**src/rtl/clk_sel_defines.svh**
```systemverilog
// Constants of the sample clock reference selector: offsets, fields, counts.
// Assumes a 200 MHz core_clk; periods are counted in its cycles.
`ifndef CLK_SEL_DEFINES_SVH
`define CLK_SEL_DEFINES_SVH

// ----------------------------------------
// Register offsets (byte addresses)
// ----------------------------------------
`define REG_CTRL 8'h00
`define REG_RATE 8'h04
`define REG_STATUS 8'h08
`define REG_IRQ_STATUS 8'h0c
`define REG_IRQ_MASK 8'h10

// ----------------------------------------
// Fields and reset values
// ----------------------------------------
`define CTRL_FIXED 0
`define CTRL_PREF_LO 1
`define CTRL_PREF_HI 2
`define CTRL_56CH 3
`define ST_SRC_HI 2
`define ST_MASTER 3
`define ST_SPEED_LO 4
`define ST_SPEED_HI 5
`define ST_INPUT_LO 8
`define ST_CH_LO 16
`define EV_SRC 0
`define EV_LOST 1
`define EV_REFUSED 2
`define PREF_RST 2'h0
`define IRQ_RST 3'h0
`define DATA_ZERO 32'h0000_0000

// ----------------------------------------
// Lock detection and rate classes
// ----------------------------------------
`define LOCK_TIMEOUT_NS 40960
`define CLK_PERIOD_NS 5
`define LOCK_EDGES 3'h4
`define PER_TOL 16'h0008
`define CNT_ONE 16'h0001
`define CNT_MAX 16'hffff
`define PER_SINGLE 16'h1046
`define PER_DOUBLE 16'h0823
`define PER_QUAD 16'h0411
`define QUAD_MAX 16'h05dc
`define DOUBLE_MAX 16'h0bb8
`define CH_64 7'h40
`define CH_56 7'h38
`define CH_QUAD 7'h10
`define NUM_REFS 4

`endif

```
**src/rtl/clk_sel_pkg.sv**
```systemverilog
// Types shared by the sample clock reference selector and its helpers.
// Assumes the constants header is compiled alongside.
package clk_sel_pkg;

  // ----------------------------------------
  // Enumerations
  // ----------------------------------------
  typedef enum logic [2:0] {SRC_INTERNAL, SRC_MADI, SRC_WORD, SRC_TIMECODE, SRC_AUX} src_t;
  typedef enum logic [1:0] {SPD_SINGLE, SPD_DOUBLE, SPD_QUAD} speed_t;
  typedef enum logic {SEL_MASTER, SEL_SLAVE} sel_state_t;

  // ----------------------------------------
  // Module state records
  // ----------------------------------------
  typedef struct packed {
    logic s1;
    logic s2;
    logic s3;
    logic [15:0] cnt;
    logic [15:0] per;
    logic [2:0] good;
    logic lock;
    logic sync;
  } mon_state_t;

  typedef struct packed {
    logic [6:0] ch;
  } chan_state_t;

  typedef struct packed {
    logic [31:0] prdata;
    logic fixed_int;
    logic [1:0] pref;
    logic ch56;
    speed_t rate_req;
    src_t cur;
    sel_state_t st;
    logic [1:0] scan;
    speed_t speed;
    logic [2:0] irq_st;
    logic [2:0] irq_mask;
  } top_state_t;

endpackage

```
**src/rtl/audio_clock_source_select.sv**
```systemverilog
// Sample clock reference selector with APB registers and an interrupt.
// Assumes the four reference inputs are asynchronous pins; APB is on core_clk.
// Assumes software either polls the status word or takes the level interrupt.
//
// Behaviour
// - In automatic mode keep scanning inputs; switch from internal to a valid one.
// - When the reference in use is lost, fall back to internal clock as master.
// - Use the configured preferred input whenever it carries a valid signal.
// - Without a valid preferred input, examine the other inputs in turn.
// - With no valid input at all, run as master from the internal clock.
// - Report no lock, lock or sync for each reference input.
// - Fixed internal mode disables automatic reference switching.
// - While slaved, keep the external rate; host rate requests wait for master.
// - Support up to 192 kHz over MADI with only sixteen channels.
// - At double speed halve the MADI input and output channel counts.
//
// The APB interface to the registers and the address map were left to the implementer.
`include "clk_sel_defines.svh"

module audio_clock_source_select #(
  parameter int unsigned LOCK_TIMEOUT_CYC = `LOCK_TIMEOUT_NS / `CLK_PERIOD_NS
) (
  input wire logic core_clk,
  input wire logic sys_rst,
  input wire logic [7:0] paddr,
  input wire logic psel,
  input wire logic penable,
  input wire logic pwrite,
  input wire logic [31:0] pwdata,
  output logic [31:0] prdata,
  output logic pready,
  output logic pslverr,
  input wire logic madi_ref_in,
  input wire logic word_clock_in,
  input wire logic timecode_option_input,
  input wire logic aux_ref_in,
  output logic [2:0] clock_source,
  output logic master_mode,
  output logic [1:0] rate_speed,
  output logic [6:0] madi_channels,
  output logic irq
);

  clk_sel_pkg::top_state_t q_r;
  clk_sel_pkg::top_state_t q_nxt;

  logic [`NUM_REFS-1:0] ref_pins;
  logic [`NUM_REFS-1:0] locked;
  logic [`NUM_REFS-1:0] synced;
  logic [15:0] period [`NUM_REFS];
  logic [15:0] active_period;
  logic [1:0] cur_idx;
  logic [6:0] channels;

  // ----------------------------------------
  // Reference monitors
  // ----------------------------------------
  // Index order of the monitors follows the source codes: MADI, word, timecode, aux.
  assign ref_pins = {aux_ref_in, timecode_option_input, word_clock_in, madi_ref_in};

  genvar gi;
  generate
    for (gi = 0; gi < `NUM_REFS; gi++) begin : g_mon
      ref_monitor #(
        .TIMEOUT(LOCK_TIMEOUT_CYC)
      ) u_mon (
        .core_clk(core_clk),
        .sys_rst(sys_rst),
        .ref_in(ref_pins[gi]),
        .match_period(active_period),
        .locked(locked[gi]),
        .synced(synced[gi]),
        .period(period[gi])
      );
    end
  endgenerate

  // Source codes are the monitor index plus one; code zero is the internal clock.
  function automatic clk_sel_pkg::src_t src_of(input logic [1:0] idx);
    src_of = clk_sel_pkg::src_t'({1'b0, idx} + 3'h1);
  endfunction

  // Thresholds sit between nominal periods, so a pitched reference still classifies.
  function automatic clk_sel_pkg::speed_t speed_of(input logic [15:0] per);
    if (per < `QUAD_MAX) begin
      speed_of = clk_sel_pkg::SPD_QUAD;
    end else if (per < `DOUBLE_MAX) begin
      speed_of = clk_sel_pkg::SPD_DOUBLE;
    end else begin
      speed_of = clk_sel_pkg::SPD_SINGLE;
    end
  endfunction

  function automatic logic [15:0] nominal_of(input clk_sel_pkg::speed_t spd);
    case (spd)
      clk_sel_pkg::SPD_DOUBLE: nominal_of = `PER_DOUBLE;
      clk_sel_pkg::SPD_QUAD: nominal_of = `PER_QUAD;
      default: nominal_of = `PER_SINGLE;
    endcase
  endfunction

  // The index is only meaningful while slaved; in master mode it is never used.
  assign cur_idx = 2'(q_r.cur - 3'h1);

  // In master mode sync is judged against the internal nominal period.
  always_comb begin
    if (q_r.st == clk_sel_pkg::SEL_SLAVE) begin
      active_period = period[cur_idx];
    end else begin
      active_period = nominal_of(q_r.rate_req);
    end
  end

  // ----------------------------------------
  // Channel count
  // ----------------------------------------
  // The count is registered, so it trails a change of speed by one cycle.
  channel_limit u_chan (
    .core_clk(core_clk),
    .sys_rst(sys_rst),
    .speed(q_r.speed),
    .ch56(q_r.ch56),
    .channels(channels)
  );

  // ----------------------------------------
  // Selection, registers and events
  // ----------------------------------------
  logic wr_en;
  logic rd_setup;
  logic mapped;
  logic [2:0] events;
  logic [2:0] w1c;
  logic [7:0] input_state;
  logic [1:0] want;

  assign wr_en = psel && penable && pwrite;
  assign rd_setup = psel && !penable && !pwrite;

  // ----------------------------------------
  // Address decode
  // ----------------------------------------
  // Writes to the read-only status word are dropped silently.
  // Only holes in the map raise a slave error.

  always_comb begin
    mapped = 1'b1;
    if (paddr == `REG_CTRL) begin
      mapped = 1'b1;
    end else if (paddr == `REG_RATE) begin
      mapped = 1'b1;
    end else if (paddr == `REG_STATUS) begin
      mapped = 1'b1;
    end else if (paddr == `REG_IRQ_STATUS) begin
      mapped = 1'b1;
    end else if (paddr == `REG_IRQ_MASK) begin
      mapped = 1'b1;
    end else begin
      mapped = 1'b0;
    end
  end

  // ----------------------------------------
  // Input status
  // ----------------------------------------
  // Two bits per input: 0 no lock, 1 lock, 2 sync.
  always_comb begin
    for (int i = 0; i < `NUM_REFS; i++) begin
      input_state[2*i +: 2] = {synced[i], locked[i] && !synced[i]};
    end
  end

  // ----------------------------------------
  // Next state
  // ----------------------------------------
  // Selection works on last cycle's lock flags, so a switch to the preferred input lands one cycle after lock.
  // That cycle costs nothing and keeps the lock logic out of the selection path.
  always_comb begin
    q_nxt = q_r;
    events = 3'h0;
    w1c = 3'h0;
    want = pwdata[1:0];

    // Source selection.
    if (q_r.fixed_int) begin
      q_nxt.cur = clk_sel_pkg::SRC_INTERNAL;
      q_nxt.st = clk_sel_pkg::SEL_MASTER;
    end else if (locked[q_r.pref]) begin
      q_nxt.cur = src_of(q_r.pref);
      q_nxt.st = clk_sel_pkg::SEL_SLAVE;
    end else begin
      case (q_r.st)
        clk_sel_pkg::SEL_MASTER: begin
          // The scan pointer walks all inputs, one per cycle, while master.
          q_nxt.scan = q_r.scan + 2'h1;
          if (locked[q_r.scan]) begin
            q_nxt.cur = src_of(q_r.scan);
            q_nxt.st = clk_sel_pkg::SEL_SLAVE;
          end else begin
            q_nxt.cur = clk_sel_pkg::SRC_INTERNAL;
          end
        end
        default: begin
          if (!locked[cur_idx]) begin
            q_nxt.cur = clk_sel_pkg::SRC_INTERNAL;
            q_nxt.st = clk_sel_pkg::SEL_MASTER;
            q_nxt.scan = cur_idx + 2'h1;
            events[`EV_LOST] = 1'b1;
          end
        end
      endcase
    end
    // Any change of source, lost or preferred, raises the source-change event.
    if (q_nxt.cur != q_r.cur) begin
      events[`EV_SRC] = 1'b1;
    end

    // Effective rate: the external one while slaved, the request while master.
    if (q_nxt.st == clk_sel_pkg::SEL_SLAVE) begin
      q_nxt.speed = speed_of(period[2'(q_nxt.cur - 3'h1)]);
    end else begin
      q_nxt.speed = q_r.rate_req;
    end

    // Register writes take effect at the access cycle.
    if (wr_en) begin
      if (paddr == `REG_CTRL) begin
        q_nxt.fixed_int = pwdata[`CTRL_FIXED];
        q_nxt.pref = pwdata[`CTRL_PREF_HI:`CTRL_PREF_LO];
        q_nxt.ch56 = pwdata[`CTRL_56CH];
      end else if (paddr == `REG_RATE) begin
        // Codes above quad speed are held at quad, the 192 kHz ceiling.
        if (want > 2'(clk_sel_pkg::SPD_QUAD)) begin
          want = 2'(clk_sel_pkg::SPD_QUAD);
        end
        q_nxt.rate_req = clk_sel_pkg::speed_t'(want);
        if (q_r.st == clk_sel_pkg::SEL_SLAVE && want != 2'(q_r.speed)) begin
          events[`EV_REFUSED] = 1'b1;
        end
      end else if (paddr == `REG_IRQ_STATUS) begin
        w1c = pwdata[2:0];
      end else if (paddr == `REG_IRQ_MASK) begin
        q_nxt.irq_mask = pwdata[2:0];
      end
    end
    // A new event in the clearing cycle survives the clear.
    q_nxt.irq_st = (q_r.irq_st & ~w1c) | events;

    // Read data is captured in the setup cycle so prdata comes from a flop.
    if (rd_setup) begin
      q_nxt.prdata = `DATA_ZERO;
      if (paddr == `REG_CTRL) begin
        q_nxt.prdata[`CTRL_FIXED] = q_r.fixed_int;
        q_nxt.prdata[`CTRL_PREF_HI:`CTRL_PREF_LO] = q_r.pref;
        q_nxt.prdata[`CTRL_56CH] = q_r.ch56;
      end else if (paddr == `REG_RATE) begin
        q_nxt.prdata[1:0] = q_r.rate_req;
      end else if (paddr == `REG_STATUS) begin
        q_nxt.prdata[`ST_SRC_HI:0] = q_r.cur;
        q_nxt.prdata[`ST_MASTER] = (q_r.st == clk_sel_pkg::SEL_MASTER);
        q_nxt.prdata[`ST_SPEED_HI:`ST_SPEED_LO] = q_r.speed;
        q_nxt.prdata[`ST_INPUT_LO +: 8] = input_state;
        q_nxt.prdata[`ST_CH_LO +: 7] = channels;
      end else if (paddr == `REG_IRQ_STATUS) begin
        q_nxt.prdata[2:0] = q_r.irq_st;
      end else if (paddr == `REG_IRQ_MASK) begin
        q_nxt.prdata[2:0] = q_r.irq_mask;
      end
    end
  end

  // ----------------------------------------
  // State register
  // ----------------------------------------
  // Reset leaves the selector master on the internal clock, so a clock always runs.
  always_ff @(posedge core_clk) begin
    if (sys_rst) begin
      q_r <= '0;
      q_r.pref <= `PREF_RST;
      q_r.irq_st <= `IRQ_RST;
      q_r.irq_mask <= `IRQ_RST;
      q_r.cur <= clk_sel_pkg::SRC_INTERNAL;
      q_r.st <= clk_sel_pkg::SEL_MASTER;
      q_r.rate_req <= clk_sel_pkg::SPD_SINGLE;
      q_r.speed <= clk_sel_pkg::SPD_SINGLE;
    end else begin
      q_r <= q_nxt;
    end
  end

  // ----------------------------------------
  // Outputs
  // ----------------------------------------
  assign prdata = q_r.prdata;
  // No wait states: every access completes in its first access cycle.
  assign pready = 1'b1;
  assign pslverr = psel && penable && !mapped;
  assign clock_source = q_r.cur;
  assign master_mode = (q_r.st == clk_sel_pkg::SEL_MASTER);
  assign rate_speed = q_r.speed;
  // One count serves both MADI directions, which always shrink together.
  assign madi_channels = channels;
  // The interrupt is a level that stays high until software clears or masks the cause.
  assign irq = |(q_r.irq_st & q_r.irq_mask);

endmodule

```
**src/rtl/channel_limit.sv**
```systemverilog
// MADI channel count for the current speed class and frame format.
// Assumes speed and format come from logic on core_clk.
`include "clk_sel_defines.svh"

module channel_limit (
  input wire logic core_clk,
  input wire logic sys_rst,
  input wire clk_sel_pkg::speed_t speed,
  input wire logic ch56,
  output logic [6:0] channels
);

  clk_sel_pkg::chan_state_t q_r;
  clk_sel_pkg::chan_state_t q_nxt;

  always_comb begin
    q_nxt = q_r;
    case (speed)
      clk_sel_pkg::SPD_SINGLE: q_nxt.ch = ch56 ? `CH_56 : `CH_64;
      clk_sel_pkg::SPD_DOUBLE: q_nxt.ch = ch56 ? (`CH_56 >> 1) : (`CH_64 >> 1);
      default: q_nxt.ch = `CH_QUAD;
    endcase
  end

  always_ff @(posedge core_clk) begin
    if (sys_rst) begin
      q_r <= '0;
    end else begin
      q_r <= q_nxt;
    end
  end

  assign channels = q_r.ch;

endmodule

```
**src/rtl/ref_monitor.sv**
```systemverilog
// One reference input monitor: synchroniser, period meter, lock and sync flags.
// Assumes ref_in is asynchronous to core_clk and far slower than it.
`include "clk_sel_defines.svh"

module ref_monitor #(
  parameter int unsigned TIMEOUT = 8192
) (
  input wire logic core_clk,
  input wire logic sys_rst,
  input wire logic ref_in,
  input wire logic [15:0] match_period,
  output logic locked,
  output logic synced,
  output logic [15:0] period
);

  clk_sel_pkg::mon_state_t q_r;
  clk_sel_pkg::mon_state_t q_nxt;

  function automatic logic [15:0] absdiff(input logic [15:0] a, input logic [15:0] b);
    absdiff = (a > b) ? a - b : b - a;
  endfunction

  // ----------------------------------------
  // Edge period tracking
  // ----------------------------------------
  always_comb begin
    q_nxt = q_r;
    q_nxt.s1 = ref_in;
    q_nxt.s2 = q_r.s1;
    q_nxt.s3 = q_r.s2;
    if (q_r.cnt != `CNT_MAX) begin
      q_nxt.cnt = q_r.cnt + `CNT_ONE;
    end
    if (q_r.s2 && !q_r.s3) begin
      q_nxt.cnt = `CNT_ONE;
      q_nxt.per = q_r.cnt;
      if (absdiff(q_r.cnt, q_r.per) <= `PER_TOL) begin
        if (q_r.good != `LOCK_EDGES) begin
          q_nxt.good = q_r.good + 3'h1;
        end
      end else begin
        q_nxt.good = 3'h0;
      end
    end else if (q_r.cnt >= TIMEOUT[15:0]) begin
      // A silent input drops lock without waiting for another edge.
      q_nxt.good = 3'h0;
    end
    q_nxt.lock = (q_nxt.good == `LOCK_EDGES);
    q_nxt.sync = q_nxt.lock && (absdiff(q_nxt.per, match_period) <= `PER_TOL);
  end

  always_ff @(posedge core_clk) begin
    if (sys_rst) begin
      q_r <= '0;
    end else begin
      q_r <= q_nxt;
    end
  end

  assign locked = q_r.lock;
  assign synced = q_r.sync;
  assign period = q_r.per;

endmodule

```
**config.mk**
```make
export PLATFORM = sky130hd
export DESIGN_NAME = audio_clock_source_select
export DESIGN_NICKNAME = d
export VERILOG_FILES = /design/src/rtl/clk_sel_pkg.sv /design/src/rtl/audio_clock_source_select.sv /design/src/rtl/channel_limit.sv /design/src/rtl/ref_monitor.sv
export VERILOG_INCLUDE_DIRS = /design/src /design/src/rtl
export SDC_FILE = /design/constraint.sdc
export NUM_CORES = 1
export LEC_CHECK = 0
export BUFFER_PORTS_ARGS = -buffer_cell sky130_fd_sc_hd__buf_4
export CAP_MARGIN = 25
export CORE_MARGIN = 3
export CORE_UTILIZATION = 40
export CTS_CLUSTER_DIAMETER = 50
export DETAILED_ROUTE_END_ITERATION = 8
export PLACE_DENSITY = 0.61
export SYNTH_ARGS = -nofsm -noshare
export SYNTH_HDL_FRONTEND = slang
export SYNTH_SLANG_ARGS = --single-unit
export TNS_END_PERCENT = 10
```
**constraint.sdc**
```tcl
create_clock -name core_clk -period 4.6 [get_ports core_clk]
set_input_delay 0.46 -clock core_clk [delete_from_list [all_inputs] [get_ports core_clk]]
set_output_delay 0.46 -clock core_clk [all_outputs]
set_load 0.03 [all_outputs]
```
Word-level counts from Yosys, hierarchy flattened --
Cells that the tools add are included.
Cells by class: equal/unequal tests 22, bitwise gates (word level) 12, $add $sub $neg 30, reduce and logical (&&, ||, !) cells 44, magnitude comparators 28, muxes and demuxes 91
Operators with widths (count):
- 16-bit subtractor | 16
- 16-bit two-way mux | 13
- 16-bit > comparator | 8
- 16-bit by 4-bit <= comparator with 1-bit output (second input constant) | 8
- 3-bit two-way mux | 25
- 17-bit two-way mux | 4
- 16-bit by 1-bit adder with 16-bit output (second input constant) | 4
- 16-bit binary-select mux with 2-bit select | 2
- 16-bit by 14-bit >= comparator with 1-bit output (second input constant) | 4
- 16-bit inequality test (second input constant) | 4
- 15-bit two-way mux | 3
- 13-bit case mux with 2 select lines | 1
- 1-bit two-way mux | 23
- 1-bit logical AND | 18
- 6-bit two-way mux | 3
- 8-bit by 4-bit equality test with 1-bit output (second input constant) | 2
- 16-bit by 11-bit < comparator with 1-bit output (second input constant) | 1
- 16-bit by 12-bit < comparator with 1-bit output (second input constant) | 1
- 2-bit two-way mux | 8
- 4-bit two-way mux | 4
- 7-bit case mux with 2 select lines | 1
- 3-bit by 1-bit adder with 3-bit output (second input constant) | 4
- 3-bit equality test (second input constant) | 4
- 3-bit inequality test (second input constant) | 4
- 29 further kinds | 62
Word-level totals: output and inout bits 48, register bits after elaboration 208, input port bits 49, logic and storage cells 275

Depth between registers and ports, before layout --
Gate-level depths: netlist of the first run.
depth after elaboration 16, mapped depth 19

Modules after synthesis --
A second synthesis of the first run with hierarchy kept.
Unflattened totals: cells, all modules 3094, area, all modules 22952.0 µm²
By module, submodules not included:
- ref_monitor at g_mon[0].u_mon ... | times used 3, cells an instance 673, area an instance 4860.9 µm², sequential area each 800.8 µm²
- ref_monitor at g_mon[3].u_mon | times used 1, cells an instance 681, area an instance 4956.0 µm², sequential area each 800.8 µm²
- audio_clock_source_select | times used 1, cells an instance 379, area an instance 3248.1 µm², sequential area each 820.8 µm²
- channel_limit | times used 1, cells an instance 15, area an instance 165.2 µm², sequential area each 100.1 µm²

Worst setup path after synthesis of the first run --
Ideal clock, no wire load.
path kind register to register, from reg q_r (netlist bit clock_source[0]), to reg g_mon[1].u_mon.q_r (netlist bit g_mon[1].u_mon.synced), setup slack -0.365 ns, required time 4.504 ns, setup time 0.096 ns, stages on the path, launching flop included 17, data arrival time 4.869 ns, buffers on the path 3, cell sequence dfxtp_1 > buf_1 > clkbuf_1 > mux4_2 > a21oi_1 > inv_1 > ha_1 > nand4_1 > or3_1 > nor2_1 > nor2b_1 > a21oi_4 > buf_2 > mux2i_1 > o211ai_1 > or4_1 > nor4b_1
Between the ends: longest elaborated chain between the ends 10
Ends and longest elaborated chain:
- from (decl) | line audio_clock_source_select.sv:44 | clk_sel_pkg::top_state_t q_r;
- from (signal assigned) | line audio_clock_source_select.sv:287 | q_r <= q_nxt;
- 2-bit by 1-bit subtractor with 2-bit output * | line audio_clock_source_select.sv:103 | assign cur_idx = 2'(q_r.cur - 3'h1);
- 2-bit NOT with 3-bit output (implied by the code) * | line audio_clock_source_select.sv:108 | active_period = period[cur_idx];
- 16-bit binary-select mux with 2-bit select * | line audio_clock_source_select.sv:108
- 16-bit two-way mux (implied by the code) * (2 in series) | line audio_clock_source_select.sv:108
- 16-bit two-way mux * | line audio_clock_source_select.sv:107 | if (q_r.st == clk_sel_pkg::SEL_SLAVE) begin
- 16-bit subtractor / 16-bit > comparator (equally long branches) | line ref_monitor.sv:21 | absdiff = (a > b) ? a - b : b - a;
- 16-bit two-way mux * | line ref_monitor.sv:21
- 16-bit by 4-bit <= comparator with 1-bit output (no line) *
- 1-bit logical AND * | line ref_monitor.sv:50 | q_nxt.sync = q_nxt.lock && (absdiff(q_nxt.per, match_period) <= `PER_TOL);
- to (signal assigned) | line ref_monitor.sv:57 | q_r <= q_nxt;
- to (decl) | line ref_monitor.sv:17 | clk_sel_pkg::mon_state_t q_r;
Mark *: on every way between the ends. The rest lies on a longest branch, timed or not. The select of a mux whose other input is x is not followed. A chain may end at the register's enable or synchronous reset.

Final worst setup path of the first run --
from reg g_mon[3].u_mon.q_r (netlist bit g_mon[3].u_mon.period[9]), to reg g_mon[1].u_mon.q_r (netlist bit g_mon[1].u_mon.synced)
Between the ends: longest elaborated chain between the ends 8
Ends and longest elaborated chain (line):
- from (decl) | ref_monitor.sv:17
- from (signal assigned) | ref_monitor.sv:57
- 16-bit binary-select mux with 2-bit select * | audio_clock_source_select.sv:108
- 16-bit two-way mux (implied by the code) * (2 in series) | audio_clock_source_select.sv:108
- 16-bit two-way mux * | audio_clock_source_select.sv:107
- 16-bit subtractor / 16-bit > comparator (equally long branches) | ref_monitor.sv:21
- 16-bit two-way mux * | ref_monitor.sv:21
- 16-bit by 4-bit <= comparator with 1-bit output (no line) *
- 1-bit logical AND * | ref_monitor.sv:50
Marks and branches as above.

==> out/results.ini, run 1 <==
[pwr]
p_int_mw=3.89
p_leak_nw=11.6
pwr-share-seq_pct=32.8
switchingPower_mw=1.67
switching_share_pct=30.1
peakVddDrop_uv=195
power_density_mw_per_mm2=216
clockPowerShare_pct=48.4
p_comb_share_pct=18.9

[timing]
worst_pin_slew_ns=0.840
min_period_over_period_pct=96.0
rsz0062_at_grt=yes
drv_slew=0
hold-worst-slack_ns=0.140
final-setup-viol-count=0
finalHoldViolCount=0
tns_ns=0
fmax_mhz=227
fin_skew_ns=0.0189
slew_headroom_pct=43.9
final.min_clock_period_ns=4.41

[final_layout]
drive_gt1_share_pct=12.5
postLayoutCellArea_mm2=0.0257
fillCellCount=5575
nets=3470
multi_input_area_mm2=0.0166
seq_area_mm2=0.00409
layoutNonFillerInstCount=3927
area_growth_pct=14.2
layout_common_cells=361 x nor2_1, 297 x a21oi_1, 275 x inv_1
final_common_cell=nor2_1

[worst_setup_path]
worstSetupPathType=reg2reg
cp-start-kind=register
crit_fanout=8
crit_path_end_kind=register
crit_required_ns=5.03
crit_start=g_mon[3].u_mon.period[9]
r2r_slack_ns=0.19
arrival_ns=4.84
cp-endpoint=g_mon[1].u_mon.synced
ff2ff_path_depth=16
r2r-end=g_mon[1].u_mon.synced
regToRegStartpoint=g_mon[3].u_mon.period[9]

[yosys]
synth_top_flop_cell=dfxtp_1
yosysWarnings=0
synth-seq-area-share_pct=18.2
synth_seq_cells=204
synth.distinct_cells=107
synth_cells=3041
synth.avg_cell_area_um2=7.40
synth-edff-count=0
synthArstFlopShare_pct=0
syn_area_mm2=0.0225

[clock_network]
htree_levels=2
path_clk_slew_ns=0.06
clkLatencyLatePin_ns=0.54
clock_path_buffers=3
cts.sinks=204
cts-root-buf=clkbuf_16
cts_hold_buf=0
cts_buffers=35
cts_tree=yes

[floorplan]
die_h_um=243
die_x_um=243
rows=86
initial_core_util_pct=40.6
dieArea_mm2=0.0591
core-area_mm2=0.0554
ioPinCount=97

[worst_hold_path]
holdCritPathClass=in2reg
hold_path.startpoint=madi_ref_in

[detailed_routing]
num_vias=23000
routed_wl_mm=80.6
first_pass_iters=5
wl_per_cell_um=20.5
vias_per_cell=5.86
drt-initial-drc-count=1937
ant_nets=0
drcViolationCount=0

[place]
placed_cells=3859
placed_area_mm2=0.0244
dpl.hpwl_mm=64.7
numPortBuffers=52
place_congestion=0.965

[run_status]
outcome=finished, final reports clean

[global_route]
gr-total-overflow=0
grt_pass1_wl_mm=124
grt_pass1_vias=21900
antenna_found_initial=1
grt.total_usage_pct=26.3
grt_start_max_net_pins=80

[job]
drv_cap=0

-- worst max-delay path, cell delays in order (launching register included) --
cell and delay [ns]:
dfxtp_1 0.41, inv_1 0.16, mux4_2 0.47, nand2b_1 0.16, inv_1 0.11, buf_4 0.16, ha_1 0.25, a21oi_1 0.20
o21ai_0 0.18, a221o_1 0.36, nor2b_1 0.18, a21oi_4 0.27, buf_4 0.21, mux2i_1 0.25, o211ai_1 0.13, or4_1 0.52
nor4b_1 0.28
-- cell usage after synthesis, types with 14 or more instances --
master	count	area share [%]
a22oi_1	19	0.63
nand4_1	52	1.4
o211ai_1	37	1.2
mux4_2	18	1.8
a21o_1	50	1.7
a221oi_1	14	0.55
o21a_1	37	1.2
clkbuf_1	110	1.8
xnor2_1	91	3.5
nor4_1	39	1.1
nand3_1	83	1.8
or3_1	17	0.47
dfxtp_1	204	18
nor2b_1	45	1.3
xor2_1	31	1.2
nor2_1	361	6.0
mux2_2	15	0.75
or4_1	14	0.47
and2_1	23	0.64
buf_2	16	0.36
ha_1	269	15
mux2i_1	61	2.7
inv_1	280	4.7
a21oi_1	297	6.6
o21bai_1	17	0.57
o21ai_0	134	3.0
nand2b_1	47	1.3
nor3_1	67	1.5
and3_1	22	0.61
buf_4	40	1.3
a31oi_1	28	0.78
a211oi_1	49	1.6
nand2_1	167	2.8
-- flip-flops by register name, summed over array words and instances (netlist names) --
| register | count |
|---|---|
| rate_speed | 2 |
| g_mon.u_mon.synced | 4 |
| g_mon.u_mon.locked | 4 |
| u_chan.channels | 5 |
| g_mon.u_mon.q_r | 80 |
| clock_source | 3 |
| g_mon.u_mon.period | 64 |
| q_r | 15 |
| prdata | 19 |
| g_mon.u_mon.q_nxt | 8 |
-- kinds of logic (layout without fill, tap and decap cells) --
group	after synthesis	count (layout)	share of synthesized area (%)
XOR/XNOR	122	122	4.75
adder cells (fa/ha/maj)	269	269	15.0
buffers and inverters	457	580	8.63
AND/OR/NAND/NOR	1026	1026	22.8
multiplexers	94	94	5.27
other	2	17	0.0334
flip-flops	204	204	18.2
AO/OA/AOI/OAI	867	867	25.4
-- metrics by stage --
| stage | power [mW] | setup slack, ns | utilization, % |
|---|---|---|---|
| global route | 5.77 | -0.0589 | 46.4 |
| detailed placement | 2.88 | 0.0140 | 44.1 |
| CTS | 5.59 | 0.0295 | 46.2 |
| finish | 5.56 | 0.186 | 46.4 |
| floorplan | 2.61 | -0.0550 | - |
| global placement | 2.86 | 0.0259 | 44.1 |
-- power by group through the flow --
stage | Clock, mW | Combinational, mW | Sequential (mW)
after global placement | 0 | 1.00 | 1.86
final | 2.69 | 1.05 | 1.82
after global routing | 2.81 | 1.14 | 1.82
after CTS | 2.74 | 1.03 | 1.82
after floorplan | 0 | 0.764 | 1.85
after detailed placement | 0 | 1.02 | 1.86
-- worst min-delay path by stage --
stage,to,slack [ns],depth (start not counted)
after floorplan,g_mon[0].u_mon.q_nxt[37],0.41,1
after global placement,g_mon[0].u_mon.q_nxt[37],0.42,1
after detailed placement,g_mon[0].u_mon.q_nxt[37],0.43,1
after CTS,g_mon[0].u_mon.q_nxt[38],0.11,2
after global routing,g_mon[2].u_mon.q_nxt[38],0.13,2
final,g_mon[0].u_mon.q_nxt[38],0.14,2
-- area by class of cell --
type	instances	area share, %
clock inverter	18	0.760
clock buffer	45	3.88
inverter	280	4.10
sequential	204	15.9
multi-input combinational	2394	64.4
tap	748	3.64
antenna	1	0.00974
timing repair buffer	237	7.27
-- routing by layer --
| metal | GRT usage [%] | share of wire (%) |
|---|---|---|
| met5 | 0 | 0 |
| met4 | 9.84 | 4.1 |
| met3 | 3.86 | 6.2 |
| met2 | 44.0 | 46 |
| met1 | 34.2 | 44 |
-- timing repair --
item                                    in CTS  in global routing
endpoints found under the setup margin       1                  4
pin swaps                                    0                  1
gates resized for setup                      1                 12
buffers inserted                             0                  4
No activity file was read; power rests on OpenSTA's default activity.
==> run 2, diff against run 1 <==
--- a/config.mk
+++ b/config.mk
@@ -9,10 +9,10 @@
 export BUFFER_PORTS_ARGS = -buffer_cell sky130_fd_sc_hd__buf_4
 export CAP_MARGIN = 25
 export CORE_MARGIN = 3
-export CORE_UTILIZATION = 40
+export CORE_UTILIZATION = 27
 export CTS_CLUSTER_DIAMETER = 50
 export DETAILED_ROUTE_END_ITERATION = 8
-export PLACE_DENSITY = 0.61
+export PLACE_DENSITY = 0.46
 export SYNTH_ARGS = -nofsm -noshare
 export SYNTH_HDL_FRONTEND = slang
 export SYNTH_SLANG_ARGS = --single-unit
==> run 2 against run 1 <==
Effect of this change:
- non-clock buffer count increased by 24
- total power increased by 7.2%
- critical path depth decreased by 1
- maximum frequency decreased by 1.9%
- cell count increased by 9.0%
- combinational power about the same
- sequential power about the same
- largest cell class unchanged
- clock power increased by 15%
- via count decreased by 2.9%
==> out/results.ini, run 2 (synthesis gave the netlist of run 1 again) <==
[run_status]
outcome=finished, final reports clean

[global_route]
grt.total_usage_pct=18.7  ; -7.5 points
gr-total-overflow=0  ; unchanged
antenna_found_initial=1  ; unchanged
grt_pass1_wl_mm=128  ; +3.0%
grt_start_max_net_pins=54  ; -33%
grt_pass1_vias=21200  ; -3.0%

[final_layout]
area_growth_pct=17.8
layout_common_cells=361 x nor2_1, 292 x a21oi_1, 274 x inv_1
postLayoutCellArea_mm2=0.0265  ; +3.1%
top_register=g_mon.u_mon.q_r
antenna_cells=0  ; -1
final_common_cell=nor2_1
nets=3498  ; +0.81%
fin_util_pct=32.2  ; -14 points
drive_gt1_share_pct=13.7  ; +1.2 points
largest_register_ffs=80  ; unchanged

[detailed_routing]
first_pass_iters=6  ; +1
routed_wl_mm=83.5  ; +3.6%
drcViolationCount=0  ; unchanged
num_vias=22400  ; -2.9%
wl_per_cell_um=19.5  ; -5.0%
drt-initial-drc-count=1840  ; -5.0%
vias_per_cell=5.23  ; -11%
ant_nets=0  ; unchanged

[worst_setup_path]
crit_top_cell=a21oi_1
path_buf_inv=2  ; -2
max_stage_delay_ns=0.56  ; +0.04 ns
slowest_stage=or4_1
arrival_ns=4.96  ; +0.12 ns
cp-start-kind=register
worstSetupPathType=reg2reg
crit_family=compound AO/OA/AOI/OAI gates
path_cells=buf_12, mux4_2, a21oi_1, inv_1, ha_1, nor2b_1, o31ai_2, a21oi_1, a21o_1, a221oi_1, o211ai_1, o22ai_1, xnor2_1, or4_1, nor4b_2
r2r-end=g_mon[3].u_mon.synced
crit_fanout=16  ; +8
regToRegStartpoint=clock_source[0]
crit_required_ns=5.06  ; +0.03 ns
r2r_slack_ns=0.10  ; -0.08 ns
ff2ff_path_depth=15  ; -1
crit_path_end_kind=register

[clock_network]
cts-root-buf=clkbuf_16
cts_tree=yes
path_clk_slew_ns=0.06  ; about the same
clkLatencyLatePin_ns=0.56  ; +0.02 ns
cts.sinks=204  ; unchanged
clock_path_buffers=3  ; unchanged
htree_levels=2  ; unchanged
cts_buffers=39  ; +11%

[floorplan]
core-area_mm2=0.0822  ; +48%
rows=105  ; +22%
ioPinCount=97  ; unchanged
dieArea_mm2=0.0868  ; +47%
initial_core_util_pct=27.3  ; -13 points
die_h_um=295  ; +21%
die_x_um=295  ; +21%

[worst_hold_path]
holdCritPathClass=in2reg
hold_end=g_mon[0].u_mon.q_nxt[38]
hold_path.startpoint=madi_ref_in
whs_path_depth=2  ; unchanged

[timing]
drv_slew=0  ; unchanged
slew_headroom_pct=39.1  ; -4.8 points
final-setup-viol-count=0  ; unchanged
hold-worst-slack_ns=0.113  ; -0.0265 ns
fin_skew_ns=0.0197  ; +0.000876 ns
min_period_over_period_pct=97.8  ; +1.8 points
finalHoldViolCount=0  ; unchanged
rsz0062_at_grt=yes
fmax_mhz=222  ; -1.9%
final.min_clock_period_ns=4.50  ; +0.0849 ns
worst_pin_slew_ns=0.905  ; +0.0649 ns

[pwr]
peakVddDrop_uv=198  ; +1.4%
power_density_mw_per_mm2=225  ; +3.9%
total_power_mw=5.96  ; +7.2%
p_leak_nw=11.8  ; +1.7%

[place]
numPortBuffers=52  ; unchanged
placed_area_mm2=0.0250  ; +2.4%
dpl.hpwl_mm=67.5  ; +4.3%
place_congestion=0.936  ; -3.0%

[job]
drv_cap=0  ; unchanged

[run 2: cell count changes in the layout (fill, tap and decap cells not counted), sizes merged]
cell,delta
inv,+3
diode,-1
buf,+24
bufinv,+3
clkbuf,+2
[run 2: metrics by stage]
step                instances  TNS [ns]  setup slack, ns
floorplan                3055   -0.0550          -0.0550
global placement         4207         0           0.0598
detailed placement       4207         0           0.0346
CTS                      4278         0           0.0145
global route             4280   -0.0799          -0.0608
finish                   4280         0            0.101
[run 2: report_power, final]
| group | total [mW] | internal [mW] | switching, mW |
|---|---|---|---|
| registers | 1.82 | 1.79 | 0.0287 |
| clock network | 3.09 | 1.98 | 1.10 |
| logic | 1.05 | 0.433 | 0.619 |
[run 2: area by class of cell]
cell class | count | area, µm²
clock buffers | 47 | 1080
clock inverters | 24 | 319
fillers | 8949 | 55700
inverters | 280 | 1050
multi-input cells | 2394 | 16600
flip-flops and latches | 204 | 4080
well taps | 1070 | 1340
repair buffers | 261 | 2030
[run 2: repair_timing]
item / in CTS / in global routing
pin swaps: 0 / 1
resized for setup: 1 / 19
hold buffers: 0 / 0
setup buffers: 0 / 2
setup endpoints to repair: 1 / 4
[run 2: routing by layer]
| layer | GRT usage [%] | share of wire [%] | vias to the layer above | routed length (µm) |
|---|---|---|---|---|
| li1 | - | - | 11100 | - |
| met1 | 26.3 | 48 | 10500 | 40000 |
| met2 | 30.0 | 44 | 573 | 37000 |
| met3 | 2.49 | 5.1 | 120 | 4220 |
| met4 | 5.15 | 2.8 | 0 | 2320 |
| met5 | 0 | 0 | - | 0 |
[run 2: how the worst max path moves through the flow]
stage                                from               endpoint  depth (start not counted)
after floorplan           clock_source[1]  g_mon[2].u_mon.synced                         18
after global placement    clock_source[0]  g_mon[3].u_mon.synced                         16
after detailed placement  clock_source[0]  g_mon[1].u_mon.synced                         14
after CTS                 clock_source[0]  g_mon[3].u_mon.synced                         16
after global routing      clock_source[0]  g_mon[3].u_mon.synced                         16
final                     clock_source[0]  g_mon[3].u_mon.synced                         15
